===== src/verilog/usfd_pkg.sv =====
// Purpose: Constants and types of the serial flag, status and data block
// Assumes: Register index times four gives the byte address on the port
package usfd_pkg;
  // Register indices, byte address is index times four
  localparam logic [5:0] IDX_CTRL    = 6'h00;
  localparam logic [5:0] IDX_IEN_CLR = 6'h0c;
  localparam logic [5:0] IDX_IEN_SET = 6'h0d;
  localparam logic [5:0] IDX_FLAGS   = 6'h0e;
  localparam logic [5:0] IDX_STATUS  = 6'h10;
  localparam logic [5:0] IDX_DATA    = 6'h18;
  // Event flag and status bit positions
  localparam int unsigned FLG_RXS  = 3;
  localparam int unsigned FLG_RXC  = 2;
  localparam int unsigned FLG_TXC  = 1;
  localparam int unsigned FLG_DRE  = 0;
  localparam int unsigned ST_SYNC  = 15;
  localparam int unsigned ST_OVF   = 2;
  localparam int unsigned ST_FRAME_ERROR  = 1;
  localparam int unsigned ST_PARITY_ERROR  = 0;
  // Control register layout
  localparam int unsigned CTL_RXEN = 0;
  localparam int unsigned CTL_START_OF_FRAME_DETECT_ENABLE = 1;
  localparam int unsigned CTL_FRAME_FORMAT = 4;
  localparam logic [3:0]  FRAME_FORMAT_PARITY = 4'h1;
  localparam logic [7:0]  CTL_RESET   = 8'h00;
  localparam logic [3:0]  IEN_RESET   = 4'h0;
  localparam logic [8:0]  DATA_RESET  = 9'h000;
  // Crossing time into the core domain
  localparam int unsigned CLK_PERIOD_NS = 10;
  localparam int unsigned SYNC_TIME_NS  = 30;
  localparam int unsigned SYNC_CYCLES   =
    (SYNC_TIME_NS + CLK_PERIOD_NS - 1) / CLK_PERIOD_NS;
  // One received character with its own error state
  typedef struct packed {
    logic       ovf;
    logic       frame_error;
    logic       parity_error;
    logic [8:0] data;
  } usfd_rxchar_s;
  localparam usfd_rxchar_s RXCHAR_RESET = '{1'b0, 1'b0, 1'b0, DATA_RESET};
endpackage


===== src/verilog/usfd_top.sv =====
// Purpose: Flag, status and data register logic of an async serial port
// Assumes: Shift registers and line logic sit outside, on the same clock
// Notes:   Two-entry receive buffer plus one waiting character slot
//
// Strobed register access was chosen for this implementation.
`timescale 1ns/10ps
`default_nettype none
module usfd_top (
  input  wire logic        CLOCK,
  input  wire logic        NRST,
  input  wire logic [7:0]  ADDR,
  input  wire logic [31:0] WDATA,
  input  wire logic        WR,
  input  wire logic        RD,
  output logic      [31:0] RDATA,
  input  wire logic        RX_START,
  input  wire logic        RX_DONE,
  input  wire logic [8:0]  RX_DATA,
  input  wire logic        RX_STOP_BIT,
  input  wire logic        RX_PARITY_BAD,
  input  wire logic        TX_SHIFT_READY,
  input  wire logic        TX_SHIFT_DONE,
  output logic             TX_LOAD,
  output logic      [8:0]  TX_DATA,
  output logic             RX_ENABLE,
  output logic             START_OF_FRAME_DETECT_ENABLE_OUT,
  output logic      [3:0]  FRAME_FORMAT,
  output logic             IRQ
);
  // Address decode, one aligned word per register
  // Exact match on the byte address: unaligned offsets read as zero and
  // ignore writes, so a stray access cannot alias onto a live register
  logic hit_ctrl, hit_iclr, hit_iset, hit_flags, hit_stat, hit_data;
  assign hit_ctrl  = (ADDR == {usfd_pkg::IDX_CTRL, 2'b00});
  assign hit_iclr  = (ADDR == {usfd_pkg::IDX_IEN_CLR, 2'b00});
  assign hit_iset  = (ADDR == {usfd_pkg::IDX_IEN_SET, 2'b00});
  assign hit_flags = (ADDR == {usfd_pkg::IDX_FLAGS, 2'b00});
  assign hit_stat  = (ADDR == {usfd_pkg::IDX_STATUS, 2'b00});
  assign hit_data  = (ADDR == {usfd_pkg::IDX_DATA, 2'b00});

  // Control and crossing state
  logic [7:0] ctl_r, ctl_nxt, pend_r, pend_nxt;
  logic       busy_r, busy_nxt;
  logic [7:0] scnt_r, scnt_nxt;
  logic       rxen, start_of_frame_detect_enable;
  logic [3:0] frame_format;
  // Effective settings come from the applied copy, never the pending one
  assign rxen = ctl_r[usfd_pkg::CTL_RXEN];
  assign start_of_frame_detect_enable = ctl_r[usfd_pkg::CTL_START_OF_FRAME_DETECT_ENABLE];
  assign frame_format = ctl_r[usfd_pkg::CTL_FRAME_FORMAT +: 4];

  // Control writes land in a pending copy; the core sees them only after
  // the crossing count, so a second write restarts the crossing
  always_comb begin
    ctl_nxt  = ctl_r;
    pend_nxt = pend_r;
    busy_nxt = busy_r;
    scnt_nxt = scnt_r;
    if (WR && hit_ctrl) begin
      pend_nxt = WDATA[7:0];
      busy_nxt = 1'b1;
      scnt_nxt = 8'(usfd_pkg::SYNC_CYCLES);
    end else if (busy_r) begin
      if (scnt_r <= 8'h01) begin
        ctl_nxt  = pend_r;
        busy_nxt = 1'b0;
        scnt_nxt = 8'h00;
      end else begin
        scnt_nxt = scnt_r - 8'h01;
      end
    end
  end

  // Pending copy and counter register together; busy tracks the count,
  // so software sees the crossing for exactly as long as it lasts
  always_ff @(posedge CLOCK) begin
    if (!NRST) begin
      ctl_r  <= usfd_pkg::CTL_RESET;
      pend_r <= usfd_pkg::CTL_RESET;
      busy_r <= 1'b0;
      scnt_r <= 8'h00;
    end else begin
      ctl_r  <= ctl_nxt;
      pend_r <= pend_nxt;
      busy_r <= busy_nxt;
      scnt_r <= scnt_nxt;
    end
  end

  // Receive buffer: two entries, plus one character waiting in the shifter
  // cnt_r counts buffered entries and rp_r points at the oldest; the waiting
  // slot stands for a character still parked in the receive shifter
  usfd_pkg::usfd_rxchar_s buf_r [2];
  usfd_pkg::usfd_rxchar_s buf_nxt [2];
  usfd_pkg::usfd_rxchar_s hold_r, hold_nxt, newc, head;
  logic       hv_r, hv_nxt, rp_r, rp_nxt;
  logic [1:0] cnt_r, cnt_nxt;
  logic       pop;
  // Read data always comes from the oldest entry; status error bits do while the buffer is not empty
  assign head = buf_r[rp_r];
  // A data read on an empty buffer returns stale data and pops nothing
  assign pop  = RD && hit_data && (cnt_r != 2'd0);

  // Each character carries its own error bits into the buffer
  always_comb begin
    newc      = usfd_pkg::RXCHAR_RESET;
    newc.data = RX_DATA;
    newc.frame_error = ~RX_STOP_BIT;
    newc.parity_error = RX_PARITY_BAD && (frame_format == usfd_pkg::FRAME_FORMAT_PARITY);
  end

  // Pop first, refill from the waiting slot, then take a new character
  always_comb begin
    buf_nxt  = buf_r;
    hold_nxt = hold_r;
    hv_nxt   = hv_r;
    rp_nxt   = rp_r;
    cnt_nxt  = cnt_r;
    if (pop) begin
      rp_nxt  = ~rp_r;
      cnt_nxt = cnt_r - 2'd1;
    end
    // Write one to an error bit clears it on the character at the head
    if (WR && hit_stat) begin
      buf_nxt[rp_r].ovf  = buf_r[rp_r].ovf  & ~WDATA[usfd_pkg::ST_OVF];
      buf_nxt[rp_r].frame_error = buf_r[rp_r].frame_error & ~WDATA[usfd_pkg::ST_FRAME_ERROR];
      buf_nxt[rp_r].parity_error = buf_r[rp_r].parity_error & ~WDATA[usfd_pkg::ST_PARITY_ERROR];
    end
    // A freed slot is refilled from the waiting character first, so the
    // arrival order holds when a read and a new character meet
    if (hv_nxt && cnt_nxt != 2'd2) begin
      buf_nxt[rp_nxt ^ cnt_nxt[0]] = hold_r;
      cnt_nxt = cnt_nxt + 2'd1;
      hv_nxt  = 1'b0;
    end
    // With both entries and the waiting slot taken, a new character is lost
    if (RX_DONE && rxen) begin
      if (!hv_nxt && cnt_nxt != 2'd2) begin
        buf_nxt[rp_nxt ^ cnt_nxt[0]] = newc;
        cnt_nxt = cnt_nxt + 2'd1;
      end else if (!hv_nxt) begin
        hold_nxt = newc;
        hv_nxt   = 1'b1;
      end
    end
    // Overflow marks the waiting character, the one read after both buffered entries
    if (RX_START && rxen && cnt_r == 2'd2 && hv_r) begin
      hold_nxt.ovf = 1'b1;
    end
    // Disabling the receiver empties the buffer and the waiting slot; error bits stay in the entries
    // The flush follows the applied enable, so it lands after the crossing
    if (!rxen) begin
      cnt_nxt = 2'd0;
      hv_nxt  = 1'b0;
      rp_nxt  = 1'b0;
    end
  end

  // Buffer registers; stale error bits left after a flush are harmless
  // because status shows none while the count is zero; a data read still returns stale data
  always_ff @(posedge CLOCK) begin
    if (!NRST) begin
      buf_r[0] <= usfd_pkg::RXCHAR_RESET;
      buf_r[1] <= usfd_pkg::RXCHAR_RESET;
      hold_r   <= usfd_pkg::RXCHAR_RESET;
      hv_r     <= 1'b0;
      rp_r     <= 1'b0;
      cnt_r    <= 2'd0;
    end else begin
      buf_r  <= buf_nxt;
      hold_r <= hold_nxt;
      hv_r   <= hv_nxt;
      rp_r   <= rp_nxt;
      cnt_r  <= cnt_nxt;
    end
  end

  // Transmit holding register and flags
  // txd_r holds what software wrote, txo_r what the shifter was given
  logic [8:0] txd_r, txd_nxt, txo_r, txo_nxt;
  logic       full_r, full_nxt, dre_r, dre_nxt, txc_r, txc_nxt;
  logic       load_r, load_nxt, data_wr;
  assign data_wr = WR && hit_data;

  // Load is guarded by the previous load so a slow ready cannot double it
  always_comb begin
    txd_nxt  = txd_r;
    txo_nxt  = txo_r;
    full_nxt = full_r;
    load_nxt = 1'b0;
    txc_nxt  = txc_r;
    if (full_r && TX_SHIFT_READY && !load_r) begin
      load_nxt = 1'b1;
      txo_nxt  = txd_r;
      full_nxt = 1'b0;
    end
    // A write in the load cycle refills the holding register at once
    if (data_wr) begin
      txd_nxt  = WDATA[8:0];
      full_nxt = 1'b1;
    end
    // Transmit complete drops on a write of one or on new data
    if ((WR && hit_flags && WDATA[usfd_pkg::FLG_TXC]) || data_wr) begin
      txc_nxt = 1'b0;
    end
    // Set wins over a write-one clear in the same cycle, but not over new data
    if (TX_SHIFT_DONE && !full_r && !data_wr) begin
      txc_nxt = 1'b1;
    end
    dre_nxt = ~full_nxt;
  end

  // Transmit registers; the empty flag comes up one cycle after reset ends
  always_ff @(posedge CLOCK) begin
    if (!NRST) begin
      txd_r  <= usfd_pkg::DATA_RESET;
      txo_r  <= usfd_pkg::DATA_RESET;
      full_r <= 1'b0;
      dre_r  <= 1'b0;
      txc_r  <= 1'b0;
      load_r <= 1'b0;
    end else begin
      txd_r  <= txd_nxt;
      txo_r  <= txo_nxt;
      full_r <= full_nxt;
      dre_r  <= dre_nxt;
      txc_r  <= txc_nxt;
      load_r <= load_nxt;
    end
  end

  // Start flag, enables, interrupt and read data
  logic        rxs_r, rxs_nxt, irq_r, irq_nxt;
  logic [3:0]  ien_r, ien_nxt, flags;
  logic [31:0] rd_r, rd_nxt;
  logic [15:0] status;
  assign flags = {rxs_r, (cnt_r != 2'd0), txc_r, dre_r};

  // Errors shown are those of the next character a data read returns
  // An empty buffer reports no errors, whatever stale entries hold
  always_comb begin
    status = 16'h0000;
    status[usfd_pkg::ST_SYNC] = busy_r;
    if (cnt_r != 2'd0) begin
      status[usfd_pkg::ST_OVF]  = head.ovf;
      status[usfd_pkg::ST_FRAME_ERROR] = head.frame_error;
      status[usfd_pkg::ST_PARITY_ERROR] = head.parity_error;
    end
  end

  // Start flag, enable set and clear, interrupt and read multiplexer
  // A start seen in the cycle of a clearing write keeps the flag set
  always_comb begin
    rxs_nxt = rxs_r;
    if (WR && hit_flags && WDATA[usfd_pkg::FLG_RXS]) begin
      rxs_nxt = 1'b0;
    end
    if (RX_START && start_of_frame_detect_enable) begin
      rxs_nxt = 1'b1;
    end
    ien_nxt = ien_r;
    if (WR && hit_iset) begin
      ien_nxt = ien_r | WDATA[3:0];
    end
    if (WR && hit_iclr) begin
      ien_nxt = ien_r & ~WDATA[3:0];
    end
    // Interrupt is registered, so it lags the flags by one cycle
    irq_nxt = |(flags & ien_r);
    // Read data is zero outside the answer cycle, unmapped reads included
    rd_nxt  = 32'h0000_0000;
    if (RD) begin
      if (hit_ctrl) rd_nxt = {24'h000000, pend_r};
      else if (hit_iclr || hit_iset) rd_nxt = {28'h0000000, ien_r};
      else if (hit_flags) rd_nxt = {28'h0000000, flags};
      else if (hit_stat) rd_nxt = {16'h0000, status};
      else if (hit_data) rd_nxt = {23'h000000, head.data};
    end
  end

  // Registered read data and interrupt keep both outputs free of glitches
  always_ff @(posedge CLOCK) begin
    if (!NRST) begin
      rxs_r <= 1'b0;
      ien_r <= usfd_pkg::IEN_RESET;
      irq_r <= 1'b0;
      rd_r  <= 32'h0000_0000;
    end else begin
      rxs_r <= rxs_nxt;
      ien_r <= ien_nxt;
      irq_r <= irq_nxt;
      rd_r  <= rd_nxt;
    end
  end

  // Outputs straight from flip-flops
  assign RDATA        = rd_r;
  assign TX_LOAD      = load_r;
  assign TX_DATA      = txo_r;
  assign RX_ENABLE    = rxen;
  assign START_OF_FRAME_DETECT_ENABLE_OUT     = start_of_frame_detect_enable;
  assign FRAME_FORMAT = frame_format;
  assign IRQ          = irq_r;
endmodule
`default_nettype wire


===== config.mk =====
export PLATFORM = sky130hd
export DESIGN_NAME = usfd_top
export DESIGN_NICKNAME = d
export VERILOG_FILES = /design/src/verilog/usfd_pkg.sv /design/src/verilog/usfd_top.sv
export SDC_FILE = /design/constraint.sdc
export NUM_CORES = 1
export LEC_CHECK = 0
export ABC_AREA = 1
export BUFFER_PORTS_ARGS = -buffer_cell sky130_fd_sc_hd__clkbuf_2
export CAP_MARGIN = 20
export CORE_AREA = 5 5 103 105
export CTS_BUF_LIST = sky130_fd_sc_hd__clkbuf_4 sky130_fd_sc_hd__clkbuf_8
export DETAILED_ROUTE_END_ITERATION = 6
export DIE_AREA = 0 0 108 110
export PLACE_DENSITY = 0.78
export SLEW_MARGIN = 20
export SYNTH_ARGS = -nofsm -noshare
export SYNTH_HDL_FRONTEND = slang
export SYNTH_SLANG_ARGS = --single-unit

===== constraint.sdc =====
create_clock -name CLOCK -period 2.6 [get_ports CLOCK]
set_input_delay 0.52 -clock CLOCK [delete_from_list [all_inputs] [get_ports CLOCK]]
set_output_delay 0.52 -clock CLOCK [all_outputs]
set_load 0.005 [all_outputs]

==> flow_metrics.env <==
export IMPL_globalplace_congestion=0.8511
export IMPL_fin_ws_ns=0.2183
export IMPL_crit_family="simple AND/OR/NAND/NOR gates"
export IMPL_min_path_type="in2reg"
export IMPL_root_buffer="clkbuf_8"
export IMPL_cts_max_level=3
export IMPL_drc=0
export IMPL_layout_commonest_cell="nand2_1"
export IMPL_r2r_start="cnt_r[0]"
export IMPL_hold_path_startpoint="RX_STOP_BIT"
export IMPL_crit_fanout=23
export IMPL_startpoint="cnt_r[0]"
export IMPL_cap_violations=0
export IMPL_arrival_ns=2.70
export IMPL_fin_tns_setup_ns=0
export IMPL_cts_buffers=9
export IMPL_ant_nets=0
export IMPL_switchingPower_uw=665.8
export IMPL_status="completed"
export IMPL_cp_required_ns=2.91
export IMPL_syn2layout_area_growth_pct=13.31
export IMPL_synth_edff_count=0
export IMPL_max_freq_mhz=419.9
export IMPL_clk_latency_ns=0.38
export IMPL_grt_ovfl_total=0
export IMPL_cp_slowest_cell="dfxtp_2"
export IMPL_synth_ff_type="dfxtp_1"
export IMPL_antenna_found_initial=0
export IMPL_die_w_um=108
export IMPL_hold_viol_final=0
export IMPL_cp_start_kind="register"
export IMPL_clk_pin_slew_worst_paths_ns=0.11
export IMPL_final_cell_mix="nand2_1 (207), nor2_1 (126), dfxtp_1 (100)"
export IMPL_rsz0062_at_grt="no"
export IMPL_grt_pass1_wl_mm=22.11
export IMPL_yosysWarnings=0
export IMPL_grt_max_degree=73
export IMPL_seqPwrFrac_pct=55.2
export IMPL_max_slew_margin_pct=49.77
export IMPL_cts_path_max_buffers=2
export IMPL_clock_sinks=101
export IMPL_rows=36
export IMPL_skew_ns=0.01621
export IMPL_min_period_over_period_pct=91.60
export IMPL_reg2reg_slack_ns=0.22
export IMPL_initial_core_util_pct=54.15
export IMPL_pre_cts_ws_ns=0.009443
export IMPL_worstMarginPinSlew_ns=0.7526
export IMPL_switching_share_pct=23.69
export IMPL_synth_cells=775
export IMPL_fin_crit_ns=2.382
export IMPL_drt_initial_drc_count=314
export IMPL_grt_pass1_vias=4815
export IMPL_die_area_um2=11880
export IMPL_postCtsHoldBufs=0
export IMPL_syn_avg_cell_area_um2=6.673
export IMPL_fin_nets=909
export IMPL_powerDensity_nw_per_um2=479.8
export IMPL_slew_viol_final=0
export IMPL_clkPwrFrac_pct=40.7
export IMPL_layout_drive_gt1_share_pct=15.88
export IMPL_grtUsageTotal_pct=23.30
export IMPL_core_area_um2=9549
export IMPL_antenna_cells=0
export IMPL_vias=5045
export IMPL_ir_drop_uv=353.6
export IMPL_internal_power_uw=2145
export IMPL_synth_seq_cells=101
export IMPL_synthesis_area_um2=5171
export IMPL_io_buffers=62
export IMPL_hpwl_mm=9.581
export IMPL_power_leakage_uw=0.002840
export IMPL_ys_types=43
export IMPL_crit_type="reg2reg"
export IMPL_critPathCaptureType="register"
export IMPL_async_reset_ff_share_pct=0
export IMPL_wl_per_cell_um=13.64
export IMPL_ys_seq_area_share_pct=39.10
export IMPL_postCtsSetupBuffers=0
export IMPL_wirelength_mm=13.40
export IMPL_setup_violations=0
export IMPL_viasPerCell=5.132
export IMPL_cpMostUsedCell="nand2_2"
export IMPL_critPathBufInv=6
export IMPL_fp_dieH_um=110
export IMPL_crit_path_max_incr_delay_ns=0.35
export IMPL_cts_tree="yes"
export IMPL_comb_power_share_pct=4.1
export IMPL_crit_chain="inv_2 -> ha_1 -> inv_2 -> nand3_4 -> nand2_2 -> buf_4 -> nand2_2 -> nand3_2 -> nand2_2 -> inv_1 -> ha_1 -> nor2_1 -> nand2_2 -> inv_4 -> nand3_4 -> buf_12 -> nand2_1 -> nand2_1 -> nor2_1"
export IMPL_dr_pass1_iters=6
export IMPL_pin_count=108
==> registers in the layout, indices dropped and copies added (netlist names), named ones only <==
register and count:
hv_r 1, rp_r 1, hold_r 12, dre_r 1, cnt_r 2, ctl_r 6, TX_DATA 9, busy_r 1
pend_r 8, RDATA 10, full_r 1, rxs_r 1, scnt_r 8, txd_r 9, IRQ 1, TX_LOAD 1
txc_r 1, buf_r 24
==> cells in the mapped netlist, drive strengths merged (6+ instances only) <==
library cell  number  area share, %
a21oi             48            4.6
buf               36            5.1
clkbuf            14            1.0
dfxtp            101             39
inv               85            6.2
nand2            217             16
nand3             23            3.1
nand4              6           0.85
nor2             131             10
nor3               7           0.77
o21ai             71            6.9
==> kinds of logic (layout without fill, tap and decap cells) <==
group           count (synthesis)  in the layout  share of synthesized area, %
other cells                     1             22                       0.07252
buf+inv                       136            190                         12.46
flops                         101            101                         39.10
simple gates                  393            393                         32.52
compound gates                133            133                         13.62
xor+xnor                        6              6                         1.016
fa+ha+maj                       5              5                         1.210
==> through the flow <==
step / util, % / hold slack, ns / instances / area (µm²) / total power, µW
2_1_floorplan: - / 0.4383 / 796 / 5250 / 1666
3_3_place_gp: 58.95 / 0.4454 / 967 / 5629 / 1697
3_5_place_dp: 58.95 / 0.4567 / 967 / 5629 / 1699
4_1_cts: 61.35 / 0.3476 / 983 / 5858 / 2829
5_1_grt: 61.36 / 0.3562 / 983 / 5859 / 2912
6_report: 61.36 / 0.3568 / 983 / 5859 / 2811
==> routing by layer <==
layer  track usage, %  wire [µm]
met5                0          0
met2            38.45       6246
met4            10.55        389
met1            29.74       5699
met3            4.426       1068
==> worst reg2reg max path, cell delays in order, from the launching register on <==
cell and delay, ns:
dfxtp_2 0.35, inv_2 0.09, ha_1 0.20, inv_2 0.08, nand3_4 0.10, nand2_2 0.07, buf_4 0.13, nand2_2 0.07
nand3_2 0.11, nand2_2 0.09, inv_1 0.04, ha_1 0.21, nor2_1 0.13, nand2_2 0.08, inv_4 0.08, nand3_4 0.08
buf_12 0.16, nand2_1 0.07, nand2_1 0.04, nor2_1 0.12
==> power by group through the flow <==
stage	registers [µW]	clock network [µW]	logic [µW]
after floorplan	1590	0	78.8
after global placement	1590	0	110
after detailed placement	1590	0	112
after CTS	1550	1160	113
after global routing	1550	1230	127
final	1550	1150	114
==> path summary, 6_finish.rpt <==
kind,endpoint,cells after the start
setup reg to reg,buf_r[10],19
hold / removal,hold_r[10],2
setup / recovery,buf_r[10],19
hold reg to reg,rxs_r,2
==> layout make-up <==
cell class | instances | area (µm²)
fill | 897 | 3690
multi-input combinational | 559 | 2584
sequential | 101 | 2023
timing repair buffer | 88 | 530.5
inverter | 86 | 326.6
tap | 133 | 166.4
clock buffer | 9 | 123.9
clock inverter | 7 | 105.1
==> timing repair <==
action                                  4_1_cts  5_1_grt
hold endpoints to repair                      0        0
endpoints found under the setup margin        0       33
resized for setup                             0        3
(Power assumes the default switching activity.)
